<file path="src/rtl/lcce_pkg.sv">
// Purpose: Shared constants and types for the loop and CPU control execution block.
// Assumes: Registers are 32-bit words on a classic Wishbone slave.
// Notes: Offsets are byte addresses.
package lcce_pkg;
	// ****************************************************************
	// Register offsets
	// ****************************************************************
	localparam logic [7:0] ADDR_INSTR = 8'h00;
	localparam logic [7:0] ADDR_PC = 8'h04;
	localparam logic [7:0] ADDR_DISP = 8'h08;
	localparam logic [7:0] ADDR_DST = 8'h0C;
	localparam logic [7:0] ADDR_PSW = 8'h10;
	localparam logic [7:0] ADDR_MASK = 8'h14;
	localparam logic [7:0] ADDR_STAT = 8'h18;
	// ****************************************************************
	// Field positions
	// ****************************************************************
	localparam int OP_LSB = 0;
	localparam int IMM_LSB = 8;
	localparam int INV_LSB = 16;
	localparam int LEN_LSB = 24;
	localparam int PSW_CY = 0;
	localparam int PSW_AC = 4;
	localparam int PSW_Z = 6;
	localparam int STAT_BANK_LSB = 8;
	localparam int STAT_IE = 10;
	localparam int STAT_SHADOW = 11;
	localparam int STAT_BUSY = 12;
	localparam int STAT_TAKEN = 13;
	localparam int STAT_REJECT = 14;
	localparam int STAT_STOP = 15;
	// ****************************************************************
	// Reset values and codes
	// ****************************************************************
	localparam logic [31:0] INSTR_RST = 32'h0000_0000;
	localparam logic [15:0] PC_RST = 16'h0000;
	localparam logic [7:0] STANDBY_CONTROL_REG_RST = 8'h00;
	localparam logic [7:0] PSW_RST = 8'h00;
	localparam logic [3:0] MASK_RST = 4'hF;
	localparam logic [7:0] STANDBY_CONTROL_REG_STOP = 8'h02;
	typedef enum logic [2:0] {
		OP_IDLE = 3'h0,
		OP_LOOP = 3'h1,
		OP_STANDBY_CONTROL_REG = 3'h2,
		OP_BANK = 3'h3,
		OP_EI = 3'h4,
		OP_DI = 3'h5
	} lcce_op_type;
	typedef enum logic [1:0] {
		ST_IDLE = 2'b00,
		ST_DECR = 2'b01,
		ST_BRANCH = 2'b10
	} lcce_state_type;
endpackage

</file>
<file path="src/rtl/lcce_reg_if.sv">
// Purpose: Register access path between the bus slave and the execution core.
// Assumes: One clock domain.
// Notes: rdata is combinational from the core and registered by the slave.
`timescale 1ns/1ps
`default_nettype none
interface lcce_reg_if;
	logic wrStrobe;
	logic [7:0] addr;
	logic [31:0] wdata;
	logic [31:0] wrMask;
	logic [31:0] rdata;
	modport slave (output wrStrobe, output addr, output wdata, output wrMask, input rdata);
	modport core (input wrStrobe, input addr, input wdata, input wrMask, output rdata);
endinterface
`default_nettype wire

</file>
<file path="src/rtl/lcce_wb_slave.sv">
// Purpose: Classic Wishbone slave front end with one wait state.
// Assumes: Master holds the request until it samples ack high.
// Notes: Writes take effect at the edge where ack is high.
`timescale 1ns/1ps
`default_nettype none
module lcce_wb_slave
	import lcce_pkg::*;
(
	// Clock and reset
	input wire logic clk,
	input wire logic rst_n,
	// Wishbone
	input wire logic cyc_i,
	input wire logic stb_i,
	input wire logic we_i,
	input wire logic [7:0] adr_i,
	input wire logic [3:0] sel_i,
	input wire logic [31:0] dat_i,
	output logic [31:0] dat_o,
	output logic ack_o,
	// Core side
	lcce_reg_if.slave bus
);
	wire reqNew = cyc_i & stb_i & ~ack_o;

	assign bus.wrStrobe = cyc_i & stb_i & we_i & ack_o;
	assign bus.addr = adr_i;
	assign bus.wdata = dat_i;

	genvar lane;
	generate
		for (lane = 0; lane < 4; lane++) begin : gLane
			assign bus.wrMask[lane*8 +: 8] = {8{sel_i[lane]}};
		end
	endgenerate

	always_ff @(posedge clk or negedge rst_n) begin
		if (!rst_n) begin
			ack_o <= 1'b0;
			dat_o <= 32'h0000_0000;
		end else begin
			ack_o <= reqNew;
			dat_o <= (reqNew & ~we_i) ? bus.rdata : 32'h0000_0000;
		end
	end
endmodule // lcce_wb_slave
`default_nettype wire

</file>
<file path="src/rtl/lcce_irq_gate.sv">
// Purpose: Interrupt and macro service acknowledgment gate.
// Assumes: Requesters drop their request after seeing the ack pulse.
// Notes: Lowest source index wins; one idle cycle follows every ack.
`timescale 1ns/1ps
`default_nettype none
module lcce_irq_gate (
	// Clock and reset
	input wire logic clk,
	input wire logic rst_n,
	// Requests and gating
	input wire logic [3:0] irqReq,
	input wire logic [3:0] irqMask,
	input wire logic msReq,
	input wire logic irqEnable,
	input wire logic blocked,
	// Acknowledgments
	output logic [3:0] irqAck,
	output logic msAck
);
	wire [3:0] cand = irqReq & ~irqMask & {4{irqEnable}};
	wire [3:0] grant;
	wire hold = blocked | (|irqAck) | msAck;

	genvar i;
	generate
		for (i = 0; i < 4; i++) begin : gPri
			if (i == 0) begin : gFirst
				assign grant[i] = cand[i];
			end else begin : gRest
				assign grant[i] = cand[i] & ~(|cand[i-1:0]);
			end
		end
	endgenerate

	always_ff @(posedge clk or negedge rst_n) begin
		if (!rst_n) begin
			irqAck <= 4'h0;
			msAck <= 1'b0;
		end else begin
			irqAck <= hold ? 4'h0 : grant;
			msAck <= ~hold & msReq & ~(|cand);
		end
	end
endmodule // lcce_irq_gate
`default_nettype wire

</file>
<file path="src/rtl/lcce_top.sv">
// Purpose: Executes the loop instruction and the CPU control instructions.
// Assumes: Decode writes the instruction word; PC, displacement and operand are loaded first.
// Notes: Loop takes three cycles, all other instructions complete at issue.
//
// The placing of the registers and the Wishbone register port are this design's own decisions.
`timescale 1ns/1ps
`default_nettype none
module lcce_top
	import lcce_pkg::*;
(
	// Clock and reset
	input wire logic clk,
	input wire logic rst_n,
	// Wishbone
	input wire logic cyc_i,
	input wire logic stb_i,
	input wire logic we_i,
	input wire logic [7:0] adr_i,
	input wire logic [3:0] sel_i,
	input wire logic [31:0] dat_i,
	output logic [31:0] dat_o,
	output logic ack_o,
	// Interrupt side
	input wire logic [3:0] irqReq,
	input wire logic msReq,
	output logic [3:0] irqAck,
	output logic msAck,
	// Core state
	output logic irqEnable,
	output logic [1:0] bankSel,
	output logic stopMode
);
	// ****************************************************************
	// Bus slave
	// ****************************************************************
	lcce_reg_if regBus ();

	lcce_wb_slave uSlave (
		.clk(clk),
		.rst_n(rst_n),
		.cyc_i(cyc_i),
		.stb_i(stb_i),
		.we_i(we_i),
		.adr_i(adr_i),
		.sel_i(sel_i),
		.dat_i(dat_i),
		.dat_o(dat_o),
		.ack_o(ack_o),
		.bus(regBus.slave)
	);

	// ****************************************************************
	// State
	// ****************************************************************
	lcce_state_type state;
	lcce_state_type next_state;
	logic [31:0] instr;
	logic [15:0] pc;
	logic [15:0] disp;
	logic [7:0] dst;
	logic [7:0] program_status_word;
	logic [3:0] irqMask;
	logic [7:0] standby_control_reg;
	logic shadow;
	logic taken;
	logic reject;

	function automatic logic [31:0] mergeW(input logic [31:0] old, input logic [31:0] nw,
		input logic [31:0] mask);
		mergeW = (old & ~mask) | (nw & mask);
	endfunction

	// ****************************************************************
	// Decode
	// ****************************************************************
	wire idle = (state == ST_IDLE);
	wire wr = regBus.wrStrobe;
	wire [31:0] mergedData;
	wire [31:0] newInstr;
	wire [2:0] newOpCode;
	wire [7:0] newImm;
	wire [7:0] newInv;
	wire [15:0] newLen;
	wire [15:0] curLen;
	wire issue;
	wire isLoop;
	wire isStbc;
	wire isBank;
	wire isEi;
	wire isDi;
	wire stbcMatch;
	wire stbcWrite;
	wire done;
	wire [15:0] pcSeq;
	wire [15:0] pcTarget;

	assign mergedData = mergeW(32'h0000_0000, regBus.wdata, regBus.wrMask);
	assign newInstr = mergeW(instr, regBus.wdata, regBus.wrMask);
	assign newOpCode = newInstr[OP_LSB +: 3];
	assign newImm = newInstr[IMM_LSB +: 8];
	assign newInv = newInstr[INV_LSB +: 8];
	assign newLen = {13'h0000, newInstr[LEN_LSB +: 3]};
	assign curLen = {13'h0000, instr[LEN_LSB +: 3]};

	// A new instruction is only taken while the loop sequence is idle.
	assign issue = wr && (regBus.addr == ADDR_INSTR) && idle;
	assign isLoop = issue && (newOpCode == OP_LOOP);
	assign isStbc = issue && (newOpCode == OP_STANDBY_CONTROL_REG);
	assign isBank = issue && (newOpCode == OP_BANK);
	assign isEi = issue && (newOpCode == OP_EI);
	assign isDi = issue && (newOpCode == OP_DI);

	assign stbcMatch = (newInv == ~newImm);
	assign stbcWrite = isStbc && stbcMatch;

	// Every instruction except the loop completes at its issue edge.
	assign done = (issue && !isLoop) || (state == ST_BRANCH);

	assign pcSeq = pc + curLen;
	assign pcTarget = pcSeq + disp;

	wire wrPc = wr && (regBus.addr == ADDR_PC) && idle;
	wire wrDisp = wr && (regBus.addr == ADDR_DISP) && idle;
	wire wrDst = wr && (regBus.addr == ADDR_DST) && idle;
	wire wrPsw = wr && (regBus.addr == ADDR_PSW) && idle;
	wire wrMask = wr && (regBus.addr == ADDR_MASK);

	// ****************************************************************
	// Next values
	// ****************************************************************
	wire [7:0] next_dst;
	wire [15:0] next_pc;
	wire [15:0] next_disp;
	wire [7:0] next_psw;
	wire next_shadow;
	wire next_ie;
	wire [31:0] dstMerge;
	wire [31:0] pcMerge;
	wire [31:0] dispMerge;
	wire [31:0] pswMerge;

	assign dstMerge = mergeW({24'h000000, dst}, regBus.wdata, regBus.wrMask);
	assign pcMerge = mergeW({16'h0000, pc}, regBus.wdata, regBus.wrMask);
	assign dispMerge = mergeW({16'h0000, disp}, regBus.wdata, regBus.wrMask);
	assign pswMerge = mergeW({24'h000000, program_status_word}, regBus.wdata, regBus.wrMask);

	assign next_dst = (state == ST_DECR) ? dst - 8'h01
		: wrDst ? dstMerge[7:0]
		: dst;

	assign next_pc = (state == ST_BRANCH) ? ((dst != 8'h00) ? pcTarget : pcSeq)
		: (issue && !isLoop) ? pc + newLen
		: wrPc ? pcMerge[15:0]
		: pc;

	assign next_disp = wrDisp ? dispMerge[15:0]
		: disp;

	// Flags move only on a software write, never during execution.
	assign next_psw = wrPsw ? pswMerge[7:0]
		: program_status_word;

	assign next_shadow = (isEi || isDi) ? 1'b1 : done ? 1'b0 : shadow;

	assign next_ie = isEi ? 1'b1
		: isDi ? 1'b0
		: irqEnable;

	always_comb begin
		next_state = state;
		unique case (state)
			ST_IDLE: begin
				if (isLoop) begin
					next_state = ST_DECR;
				end
			end
			ST_DECR: begin
				next_state = ST_BRANCH;
			end
			ST_BRANCH: begin
				next_state = ST_IDLE;
			end
			default: begin
				next_state = ST_IDLE;
			end
		endcase
	end

	// ****************************************************************
	// Registers
	// ****************************************************************
	always_ff @(posedge clk or negedge rst_n) begin
		if (!rst_n) begin
			state <= ST_IDLE;
			instr <= INSTR_RST;
			pc <= PC_RST;
			disp <= 16'h0000;
			dst <= 8'h00;
		end else begin
			state <= next_state;
			instr <= issue ? newInstr : instr;
			pc <= next_pc;
			disp <= next_disp;
			dst <= next_dst;
		end
	end

	always_ff @(posedge clk or negedge rst_n) begin
		if (!rst_n) begin
			program_status_word <= PSW_RST;
			irqMask <= MASK_RST;
			shadow <= 1'b0;
			irqEnable <= 1'b0;
		end else begin
			program_status_word <= next_psw;
			irqMask <= wrMask ? mergedData[3:0] : irqMask;
			shadow <= next_shadow;
			irqEnable <= next_ie;
		end
	end

	always_ff @(posedge clk or negedge rst_n) begin
		if (!rst_n) begin
			standby_control_reg <= STANDBY_CONTROL_REG_RST;
			stopMode <= 1'b0;
			reject <= 1'b0;
		end else begin
			standby_control_reg <= stbcWrite ? newImm : standby_control_reg;
			stopMode <= stbcWrite ? (newImm == STANDBY_CONTROL_REG_STOP) : stopMode;
			reject <= isStbc ? !stbcMatch : reject;
		end
	end

	always_ff @(posedge clk or negedge rst_n) begin
		if (!rst_n) begin
			bankSel <= 2'b00;
			taken <= 1'b0;
		end else begin
			bankSel <= isBank ? newImm[1:0] : bankSel;
			taken <= (state == ST_BRANCH) ? (dst != 8'h00) : taken;
		end
	end

	// ****************************************************************
	// Read mux
	// ****************************************************************
	wire [31:0] statWord;

	// Standby control is visible here but has no bus write path.
	assign statWord = {16'h0000, stopMode, reject, taken, !idle, shadow, irqEnable,
		bankSel, standby_control_reg};

	assign regBus.rdata = (regBus.addr == ADDR_INSTR) ? instr
		: (regBus.addr == ADDR_PC) ? {16'h0000, pc}
		: (regBus.addr == ADDR_DISP) ? {16'h0000, disp}
		: (regBus.addr == ADDR_DST) ? {24'h000000, dst}
		: (regBus.addr == ADDR_PSW) ? {24'h000000, program_status_word}
		: (regBus.addr == ADDR_MASK) ? {28'h0000000, irqMask}
		: (regBus.addr == ADDR_STAT) ? statWord
		: 32'h0000_0000;

	// ****************************************************************
	// Interrupt gate
	// ****************************************************************
	lcce_irq_gate uGate (
		.clk(clk),
		.rst_n(rst_n),
		.irqReq(irqReq),
		.irqMask(irqMask),
		.msReq(msReq),
		.irqEnable(irqEnable),
		.blocked(shadow || !idle),
		.irqAck(irqAck),
		.msAck(msAck)
	);
endmodule // lcce_top
`default_nettype wire

</file>
<file path="config.mk">
export PLATFORM = sky130hd
export DESIGN_NAME = lcce_top
export DESIGN_NICKNAME = d
export VERILOG_FILES = /design/src/rtl/lcce_pkg.sv /design/src/rtl/lcce_reg_if.sv /design/src/rtl/lcce_wb_slave.sv /design/src/rtl/lcce_irq_gate.sv /design/src/rtl/lcce_top.sv
export SDC_FILE = /design/constraint.sdc
export NUM_CORES = 1
export LEC_CHECK = 0
export BUFFER_PORTS_ARGS = -buffer_cell sky130_fd_sc_hd__buf_2
export CAP_MARGIN = 10
export CORE_UTILIZATION = 40
export CTS_CLUSTER_DIAMETER = 60
export CTS_CLUSTER_SIZE = 30
export DETAILED_ROUTE_END_ITERATION = 16
export GPL_TIMING_DRIVEN = 0
export MAX_ROUTING_LAYER = met4
export PLACE_DENSITY = 0.62
export RECOVER_POWER = 25
export SYNTH_ARGS = -nofsm -noshare
export SYNTH_HDL_FRONTEND = slang
export SYNTH_SLANG_ARGS = --single-unit
</file>
<file path="constraint.sdc">
create_clock -name clk -period 6.9 [get_ports clk]
set_input_delay 0.345 -clock clk [delete_from_list [all_inputs] [get_ports clk]]
set_output_delay 0.345 -clock clk [all_outputs]
set_load 0.02 [all_outputs]
</file>
==> results.py, run 1 <==
metrics = {
    "global_route": {
        "grt_max_degree": 78,
        "gr-total-overflow": 0,
        "grtUsageTotal_pct": 25.1,
        "first_global_vias": 6596,
        "antenna_found_initial": 2,
        "grt_first_pass_wirelength_mm": 36.8,
    },
    "timing": {
        "tightestPinTransition_ps": 3460,
        "rsz0062_at_grt": "no",
        "setup_ws_ps": 2970,
        "skew_ps": 9.24,
        "relSlewSlack_pct": -130,
        "hold_viol": 0,
        "fin_setup_tns_ps": 0,
        "period_minus_slack_ps": 3930,
        "final_max_slew_viol_count": 63,
        "finalSetupViolCount": 0,
        "fmax_mhz": 255,
        "fin_crit_sh_pct": 56.9,
    },
    "route": {
        "routed_wirelength_mm": 23.3,
        "dr.first_iter.drc_count": 585,
        "m1WireLength_mm": 10.3,
        "dr_wl_met3_mm": 1.63,
        "dr.pass1.iters": 5,
        "vias": 6647,
        "wl_met2_mm": 10.8,
        "postRouteAntennaNets": 0,
        "remaining_drc_errors": 0,
        "wire_per_inst_um": 19.8,
        "routed_via_density": 5.65,
        "highest_layer": "met4",
    },
    "synth": {
        "async_flop_share_pct": 100,
        "yosysSeqAreaShare_pct": 44.3,
        "synth_area_mm2": 0.00786,
        "synth_flop_cell": "dfrtp_1",
        "syn_nets": 867,
        "yosysUniqueCellTypes": 71,
        "syn_avg_cell_area_um2": 9.99,
        "synth_edf_count": 0,
        "ys_seq_elements": 139,
        "netlist_instances": 787,
        "yosysWarnings": 0,
    },
    "clock_tree": {
        "path_clk_slew_ps": 60,
        "numCtsBuffers": 17,
        "ctsResizeCount": 0,
        "cts-htree-levels": 4,
        "cts_tree": "yes",
        "clk_latency_ps": 430,
        "cts-root-buf": "clkbuf_16",
        "clk_path_buf_depth": 2,
        "cts.sinks": 139,
    },
    "setup_path": {
        "worstRegToRegCells": 13,
        "path_class": "reg2reg",
        "startpoint_type": "register",
        "cp.arrival_ps": 4300,
        "cp_max_fo": 6,
        "cp.required_ps": 7270,
        "r2r_slack_ps": 2970,
        "crit_path_end_kind": "register",
    },
    "place": {
        "post-dp-hpwl_mm": 17.6,
        "placedCellCount": 1140,
        "routabilityCongestion": 0.923,
        "port_buffers": 92,
        "dpl_worst_slack_ps": 3070,
    },
    "finish": {
        "final_nets": 981,
        "fin_util_pct": 48.7,
        "multiInputGateArea_mm2": 0.00417,
        "layout.cells.non_filler": 1176,
        "syn2layout_area_growth_pct": 17.6,
        "seqCellArea_mm2": 0.00348,
        "layout_common_cells": "135 x dfrtp_1, 100 x nand2_1, 85 x buf_2, 59 x a21oi_1, 56 x mux2_2",
        "layout_commonest_cell": "dfrtp_1",
        "nFillCells": 1796,
        "final_layout_size_suffix_gt1_share_pct": 23.3,
    },
    "outcome": {
        "status": "finished, violations left",
        "violations": "max-capacitance violations, max-slew violations",
    },
    "floorplan": {
        "io_pins": 96,
        "chipHeight_um": 142,
        "floorplan.core_area_mm2": 0.0190,
        "die_width_um": 142,
        "dieArea_mm2": 0.0202,
        "row_count": 50,
        "initial_core_util_pct": 41.5,
    },
    "power_and_ir_drop": {
        "ir_drop_v": 0.000155,
        "power.total_mw": 1.81,
        "p_leak_nw": 4.35,
        "power_density_mw_per_mm2": 196,
    },
    "worst_hold_path": {
        "hold_path.class": "in2reg",
    },
    "flow_run": {
        "cap_violations": 1,
    },
}
[worst max-delay path, cell delays in order, from the launching register on]
cell and delay (ps):
dfrtp_1 530, ha_1 290, a21o_1 170, a21oi_1 590
nor2_1 110, xor2_1 190, ha_1 340, nand2_1 110
o21a_1 240, o31a_1 140, o21ai_0 380, xnor2_1 110
a221oi_1 410, o221a_2 250
[synth_stat cells, types with 5 or more instances]
cell | instances | share of area [%]
buf_2 | 11 | 0.70
clkbuf_1 | 14 | 0.67
nor3_1 | 12 | 0.76
o22ai_1 | 5 | 0.40
o21ai_0 | 39 | 2.5
xor2_1 | 13 | 1.4
mux2i_1 | 19 | 2.4
mux2_2 | 56 | 8.0
a222oi_1 | 10 | 1.3
a221oi_1 | 8 | 0.89
dfrtp_1 | 135 | 43
inv_1 | 15 | 0.72
and3_1 | 7 | 0.56
ha_1 | 23 | 3.7
nand3_1 | 14 | 0.89
a21o_1 | 13 | 1.2
a211oi_1 | 5 | 0.48
and2_1 | 17 | 1.4
o21a_1 | 6 | 0.57
xnor2_1 | 25 | 2.8
a22oi_1 | 11 | 1.1
nor2_1 | 50 | 2.4
a31oi_1 | 8 | 0.64
nor4_1 | 11 | 0.88
nand2b_1 | 13 | 1.0
a21oi_1 | 59 | 3.8
nand2_1 | 100 | 4.8
[metal layers]
layer / global-route usage (%) / up-vias
li1: - / 3117
met1: 32.2 / 3228
met2: 38.6 / 266
met3: 5.38 / 36
met4: 9.79 / 0
met5: - / -
[kinds of logic (layout without fill, tap and decap cells)]
kind of cell	after synthesis	after routing	synth area share, %
simple gates	265	265	17.2
flops	139	139	44.3
xor+xnor	38	38	4.24
fa+ha+maj	26	26	4.43
compound gates	197	197	16.7
mux	75	75	10.4
buf+inv	47	174	2.67
other cells	0	2	0
[stage by stage]
stage / hold slack [ps] / area, µm²
after global placement: 446 / 8640
final: 151 / 9240
after global routing: 148 / 9240
after CTS: 146 / 9260
after detailed placement: 373 / 8680
after floorplan: 49.4 / 7860
[worst min path at each step]
stage	start	end	slack (ps)	cells after the start
2_1_floorplan	rst_n	async pin	50	0
4_1_cts	msReq	uGate.msAck$_DFF_PN0_	150	2
5_1_grt	dat_i[29]	register	150	2
3_5_place_dp	rst_n	uSlave.dat_o[30]$_DFF_PN0_	370	1
6_report	msReq	uGate.msAck$_DFF_PN0_	150	2
3_3_place_gp	uSlave.ack_o$_DFF_PN0_	uSlave.ack_o$_DFF_PN0_	450	1
[repair_timing]
item,4_1_cts,5_1_grt
hold endpoints to repair,62,0
buffers inserted,0,0
setup endpoints to repair,0,0
hold buffers,1,0
[area by class of cell]
class	count	share of cell area [%]
multi-input cells	601	45.1
repair buffers	95	5.20
diodes	2	0.0542
inverters	16	0.650
flip-flops and latches	139	37.7
clock inverters	14	1.42
well taps	260	3.52
plain buffers	31	1.62
clock buffers	18	4.75
[report_power, final]
part	leakage (nW)	switching [mW]	internal (mW)	total, mW
logic	2.20	0.0695	0.0347	0.104
clock network	0.276	0.399	0.484	0.883
registers	1.88	0.00255	0.819	0.821
Note: power is estimated with default switching activity, not from simulation.
==> run 2: changes to the inputs <==
--- a/config.mk
+++ b/config.mk
@@ -5,6 +5,7 @@
 export SDC_FILE = /design/constraint.sdc
 export NUM_CORES = 1
 export LEC_CHECK = 0
+export ABC_AREA = 1
 export BUFFER_PORTS_ARGS = -buffer_cell sky130_fd_sc_hd__buf_2
 export CAP_MARGIN = 10
 export CORE_UTILIZATION = 40
==> constraint.sdc (replaced) <==
create_clock -name clk -period 3.65 [get_ports clk]
set_input_delay 0.1825 -clock clk [delete_from_list [all_inputs] [get_ports clk]]
set_output_delay 0.1825 -clock clk [all_outputs]
set_load 0.02 [all_outputs]
==> results.py, run 2 <==
metrics = {
    "outcome": {
        "status": "finished, violations left",
        "violations": "max-capacitance violations, max-slew violations",
    },
    "setup_path": {
        "crit_buf_inv": 1,
        "cpMaxStageDelayCell": "dfrtp_1",
        "critPathTopFamily": "simple AND/OR/NAND/NOR gates",
        "path_class": "reg2reg",
        "cp.required_ps": 3980,
        "crit_chain": "ha_1 -> nand2_1 -> nand2_1 -> nor2_1 -> nor2_2 -> nand2_1 -> xor2_1 -> inv_1 -> ha_1 -> nand2_1 -> nor2_1 -> nand3_1 -> nand3_1 -> a21oi_1 -> o21ai_0 -> nand3_1 -> nand2_1 -> nand2_1",
        "cp_max_fo": 6,
        "worstRegToRegCells": 18,
        "cpPeakStageDelay_ps": 430,
        "critical_path.startpoint": "instr[26]$_DFFE_PN0P_",
        "cpMostUsedCell": "nand2_1",
        "crit_path_end_kind": "register",
        "cp.arrival_ps": 3560,
        "startpoint_type": "register",
        "reg2reg_from": "instr[26]$_DFFE_PN0P_",
        "path_depth": 18,
        "r2r_slack_ps": 420,
    },
    "route": {
        "dr.first_iter.drc_count": 743,
        "routed_wirelength_mm": 26.8,
        "routed_via_density": 5.30,
        "remaining_drc_errors": 0,
        "dr.pass1.iters": 5,
        "wire_per_inst_um": 17.9,
        "vias": 7955,
        "postRouteAntennaNets": 0,
    },
    "finish": {
        "nFillCells": 2109,
        "seqCellArea_mm2": 0.00348,
        "syn2layout_area_growth_pct": 18.7,
        "fin_util_pct": 48.5,
        "final_nets": 1299,
        "final_layout_size_suffix_gt1_share_pct": 15.0,
        "layout_commonest_cell": "nand2_1",
        "multiInputGateArea_mm2": 0.00415,
        "insertedDiodeCount": 0,
        "layout_common_cells": "287 x nand2_1, 135 x dfrtp_1, 124 x inv_1, 109 x o21ai_0, 91 x buf_2",
    },
    "synth": {
        "synth_flop_cell": "dfrtp_1",
        "synth_compound_area_share_pct": 15.6,
        "async_flop_share_pct": 100,
        "yosysTopAreaCell": "dfrtp_1",
        "synth.most_common_cell": "nand2_1",
        "synthAdderAreaFrac_pct": 4.19,
        "synth_edf_count": 0,
        "synth_area_mm2": 0.00829,
        "syn_nets": 1174,
        "synthSimpleGateAreaFrac_pct": 24.9,
        "synth_xor_area_share_pct": 3.49,
        "yosysUniqueCellTypes": 45,
        "synthMuxAreaShare_pct": 1.90,
        "synthTopCellsByArea": "dfrtp_1 41%, nand2_1 13%, o21ai_0 6.6%",
        "synth_commonest_cells": "287 x nand2_1, 135 x dfrtp_1, 124 x inv_1",
        "syn_avg_cell_area_um2": 7.58,
        "ys_seq_elements": 139,
        "netlist_instances": 1094,
        "yosysWarnings": 0,
        "synth_top_family_by_area": "simple AND/OR/NAND/NOR gates",
        "yosysSeqAreaShare_pct": 42.0,
        "netlist.area_leader.share_pct": 40.7,
    },
    "clock_tree": {
        "clk_path_buf_depth": 2,
        "cts-root-buf": "clkbuf_16",
        "path_clk_slew_ps": 70,
        "hold_buffers": 11,
        "cts.sinks": 139,
        "cts-htree-levels": 4,
        "postCtsSetupBuffers": 0,
        "cts_tree": "yes",
        "clk_latency_ps": 440,
        "ctsResizeCount": 0,
        "numCtsBuffers": 17,
    },
    "floorplan": {
        "dieArea_mm2": 0.0213,
        "io_pins": 96,
        "floorplan.core_area_mm2": 0.0203,
        "row_count": 52,
        "die_width_um": 146,
        "initial_core_util_pct": 40.9,
        "chipHeight_um": 146,
    },
    "power_and_ir_drop": {
        "power_density_mw_per_mm2": 365,
        "swShare_pct": 24.8,
        "ir_drop_v": 0.000361,
        "p_seq_share_pct": 43.1,
        "pwr-share-clk_pct": 50.6,
        "switchingPower_mw": 0.891,
        "p_leak_nw": 4.94,
        "internal-power_mw": 2.70,
        "combPwrFrac_pct": 6.2,
    },
    "timing": {
        "fin_setup_tns_ps": 0,
        "fmax_mhz": 309,
        "finalSetupViolCount": 0,
        "tightestPinTransition_ps": 1780,
        "final_max_slew_viol_count": 69,
        "hold_viol": 0,
        "whs_ps": 16.3,
        "skew_ps": 8.45,
        "period_minus_slack_ps": 3230,
        "relSlewSlack_pct": -18.6,
        "fin_crit_sh_pct": 88.5,
        "rsz0062_at_grt": "no",
    },
    "worst_hold_path": {
        "hold_path.class": "in2reg",
    },
    "place": {
        "port_buffers": 94,
        "routabilityCongestion": 0.936,
        "post-dp-hpwl_mm": 20.4,
    },
    "global_route": {
        "antenna_found_initial": 0,
        "gr-total-overflow": 0,
        "first_global_vias": 7644,
        "grt_first_pass_wirelength_mm": 43.0,
        "grt_max_degree": 72,
        "grtUsageTotal_pct": 27.2,
    },
    "flow_run": {
        "cap_violations": 1,
    },
}
-- run 2: cell count changes in the layout (fill, tap and decap cells not counted), moves of 19 or more --
| cell | previous run | this run |
|---|---|---|
| nand2_1 | 100 | 287 |
| inv_1 | 15 | 124 |
| o21ai_0 | 39 | 109 |
| nand3_1 | 14 | 73 |
| mux2_2 | 56 | 14 |
| mux2i_1 | 19 | 0 |
-- run 2: worst min path at each step --
stage          cells past startpoint       from  slack (ps)                          to
6_report                           2  dat_i[15]          20                    register
5_1_grt                            2  dat_i[15]           8                    register
4_1_cts                            2  dat_i[15]           3                    register
3_5_place_dp                       1      rst_n         240  uSlave.dat_o[28]$_DFF_PN0_
3_3_place_gp                       3      msReq         410       uGate.msAck$_DFF_PN0_
2_1_floorplan                      0      rst_n        -110                   async pin
-- run 2: kinds of logic after synthesis --
family	after synthesis
xor gates and xnor gates	33
AOI/OAI and AO/OA	235
DFF	139
and+or+nand+nor	483
buffers and inverters	164
adders and majority gates	26
muxes	14
-- run 2: stage by stage --
step | setup WS (ps) | cell area, µm² | std cells | total power [mW]
global route | 65.5 | 9840 | 1502 | 3.71
CTS | 425 | 9860 | 1502 | 3.62
floorplan | 998 | 8290 | 1094 | 1.68
detailed placement | 436 | 9140 | 1459 | 1.79
global placement | 360 | 9100 | 1458 | 1.79
finish | 419 | 9840 | 1502 | 3.60
-- run 2: routing by layer --
| metal | vias to the layer above | track usage [%] | wire (µm) |
|---|---|---|---|
| met3 | 43 | 4.64 | 1710 |
| met1 | 3764 | 36.9 | 12200 |
| met5 | - | - | 0 |
| met2 | 290 | 41.4 | 12400 |
| li1 | 3858 | - | - |
| met4 | 0 | 8.28 | 595 |
-- run 2: power by group through the flow --
stage | Sequential, mW | Clock (mW) | Combinational (mW)
final | 1.55 | 1.82 | 0.224
after CTS | 1.55 | 1.84 | 0.225
after global routing | 1.55 | 1.91 | 0.248
after detailed placement | 1.58 | 0 | 0.215
after global placement | 1.58 | 0 | 0.209
after floorplan | 1.58 | 0 | 0.102
-- run 2: final cells by class --
type	instances	share of cell area, %
clock buffers	20	4.74
clock inverters	12	1.55
repair buffers	106	6.03
plain buffers	33	1.69
multi-input cells	791	42.2
inverters	131	5.00
flip-flops and latches	139	35.4
well taps	270	3.43
-- run 2: worst register-to-register path, stage by stage, from the launching register on --
cell and delay [ps]:
dfrtp_1 430, ha_1 370, nand2_1 80, nand2_1 40, nor2_1 320, nor2_2 150
nand2_1 130, xor2_1 220, inv_1 70, ha_1 370, nand2_1 120, nor2_1 160
nand3_1 90, nand3_1 140, a21oi_1 80, o21ai_0 80, nand3_1 130, nand2_1 120
nand2_1 50
==> run 3: changes to the inputs <==
==> constraint.sdc (replaced) <==
create_clock -name clk -period 3.2 [get_ports clk]
set_input_delay 0.16 -clock clk [delete_from_list [all_inputs] [get_ports clk]]
set_output_delay 0.16 -clock clk [all_outputs]
set_load 0.02 [all_outputs]
==> results.py, run 3 (same netlist as run 2, synthesis figures left out) <==
metrics = {
    "outcome": {
        "status": "finished, violations left",
        "violations": "max-capacitance violations, max-slew violations",
    },
    "setup_path": {
        "crit_chain": "ha_1 -> fa_1 -> nand2_1 -> nand2_1 -> nand2_1 -> nor2_2 -> nand2_1 -> xnor2_1 -> ha_1 -> nand2_1 -> nor2_1 -> nand3_1 -> nand3_1 -> a21oi_1 -> o21ai_0 -> nand3_1 -> nand2_1 -> nand2_1",
        "crit_path_end_kind": "register",
        "r2r_slack_ps": 170,
        "critical_path.startpoint": "instr[24]$_DFFE_PN0P_",
        "startpoint_type": "register",
        "cp.arrival_ps": 3360,
        "worstRegToRegCells": 18,
        "cp_max_fo": 4,
        "reg2reg_from": "instr[24]$_DFFE_PN0P_",
        "cp.required_ps": 3530,
        "cpMaxStageDelayCell": "dfrtp_1",
        "cpMostUsedCell": "nand2_1",
        "path_class": "reg2reg",
        "cpPeakStageDelay_ps": 410,
    },
    "timing": {
        "fmax_mhz": 330,
        "skew_ps": 8.28,
        "finalSetupViolCount": 0,
        "final_max_slew_viol_count": 69,
        "hold_viol": 0,
        "whs_ps": 17.2,
        "setup_ws_ps": 174,
        "period_minus_slack_ps": 3030,
        "relSlewSlack_pct": -20.4,
        "rsz0062_at_grt": "yes",
        "fin_crit_sh_pct": 94.6,
        "fin_setup_tns_ps": 0,
        "tightestPinTransition_ps": 1810,
    },
    "route": {
        "routed_wirelength_mm": 26.9,
        "vias": 8023,
        "dr.first_iter.drc_count": 719,
        "routed_via_density": 5.33,
        "dr.pass1.iters": 5,
        "postRouteAntennaNets": 0,
        "wire_per_inst_um": 17.9,
        "remaining_drc_errors": 0,
    },
    "floorplan": {
        "floorplan.core_area_mm2": 0.0203,
        "die_width_um": 146,
        "io_pins": 96,
        "dieArea_mm2": 0.0213,
        "chipHeight_um": 146,
        "row_count": 52,
        "initial_core_util_pct": 40.9,
    },
    "place": {
        "dpl_worst_slack_ps": -14.4,
        "placedCellCount": 1459,
        "post-dp-hpwl_mm": 20.4,
        "routabilityCongestion": 0.936,
        "port_buffers": 94,
        "placed_area_mm2": 0.00914,
    },
    "global_route": {
        "gr-total-overflow": 0,
        "grt_max_degree": 72,
        "first_global_vias": 7668,
        "grtUsageTotal_pct": 27.1,
        "grt_first_pass_wirelength_mm": 43.0,
        "antenna_found_initial": 0,
    },
    "finish": {
        "design_area_mm2": 0.00997,
        "final_nets": 1303,
        "final_layout_size_suffix_gt1_share_pct": 16.6,
        "multiInputGateArea_mm2": 0.00424,
        "layout_commonest_cell": "nand2_1",
        "insertedDiodeCount": 0,
        "layout_common_cells": "285 x nand2_1, 133 x dfrtp_1, 124 x inv_1, 108 x o21ai_0, 92 x buf_2",
        "syn2layout_area_growth_pct": 20.2,
        "nFillCells": 2082,
        "layout.cells.non_filler": 1506,
        "fin_util_pct": 49.1,
        "seqCellArea_mm2": 0.00349,
    },
    "clock_tree": {
        "clk_latency_ps": 440,
        "cts-root-buf": "clkbuf_16",
        "cts_tree": "yes",
        "cts-htree-levels": 4,
        "cts.sinks": 139,
        "numCtsBuffers": 17,
        "path_clk_slew_ps": 70,
        "clk_path_buf_depth": 2,
    },
    "power_and_ir_drop": {
        "swShare_pct": 24.8,
        "power.total_mw": 4.10,
        "combPwrFrac_pct": 6.4,
        "ir_drop_v": 0.000414,
        "p_seq_share_pct": 43.1,
        "pwr-share-clk_pct": 50.5,
        "power_density_mw_per_mm2": 412,
        "switchingPower_mw": 1.02,
        "internal-power_mw": 3.09,
        "p_leak_nw": 4.97,
    },
    "flow_run": {
        "cap_violations": 1,
    },
    "worst_hold_path": {
        "hold_path.class": "in2reg",
    },
}
## run 3: cell count changes in the layout (fill, tap and decap cells not counted), sizes merged
cell	delta
buf	+2
clkbuf	-1
dlygate4sd3	+3
## run 3: power groups by stage
stage,Clock (mW),Sequential [mW],Combinational (mW)
after floorplan,0,1.80,0.116
after global placement,0,1.80,0.238
after detailed placement,0,1.80,0.245
after CTS,2.10,1.77,0.260
after global routing,2.18,1.77,0.288
final,2.07,1.77,0.261
## run 3: repair_timing
item                       CTS  global route
hold endpoints to repair    76             0
pin swaps                    0             1
setup endpoints to repair    2            10
hold buffers                14             0
gates cloned                 0             0
resized for setup            1            20
setup buffers                0             1
## run 3: critical path: cells and delay by family (launching register included)
kind / cells / cell delay, ps
adder cells (fa/ha/maj): 3 / 1020
flip-flops: 1 / 410
AO/OA/AOI/OAI: 2 / 160
XOR/XNOR: 1 / 90
AND/OR/NAND/NOR: 12 / 1240
## run 3: worst min-delay path by stage
stage              start                    endpoint  cells after the start
2_1_floorplan      rst_n                   async pin                      0
3_3_place_gp       msReq       uGate.msAck$_DFF_PN0_                      3
3_5_place_dp       rst_n  uSlave.dat_o[28]$_DFF_PN0_                      1
4_1_cts        irqReq[0]   uGate.irqAck[0]$_DFF_PN0_                      3
5_1_grt        dat_i[13]                    register                      2
6_report       dat_i[13]                    register                      2
## run 3: routing by layer
| layer | up-vias | wire [µm] | track usage (%) |
|---|---|---|---|
| met1 | 3817 | 12200 | 36.8 |
| li1 | 3861 | - | - |
| met3 | 41 | 1760 | 4.64 |
| met5 | - | 0 | - |
| met2 | 304 | 12400 | 41.5 |
| met4 | 0 | 634 | 8.28 |
## run 3: final cells by class
type	count	area share, %
clock inverter	12	1.53
sequential	139	35.0
buffer	33	1.67
tap	270	3.39
inverter	131	4.93
clock buffer	20	4.68
multi-input combinational	791	42.5
timing repair buffer	110	6.34
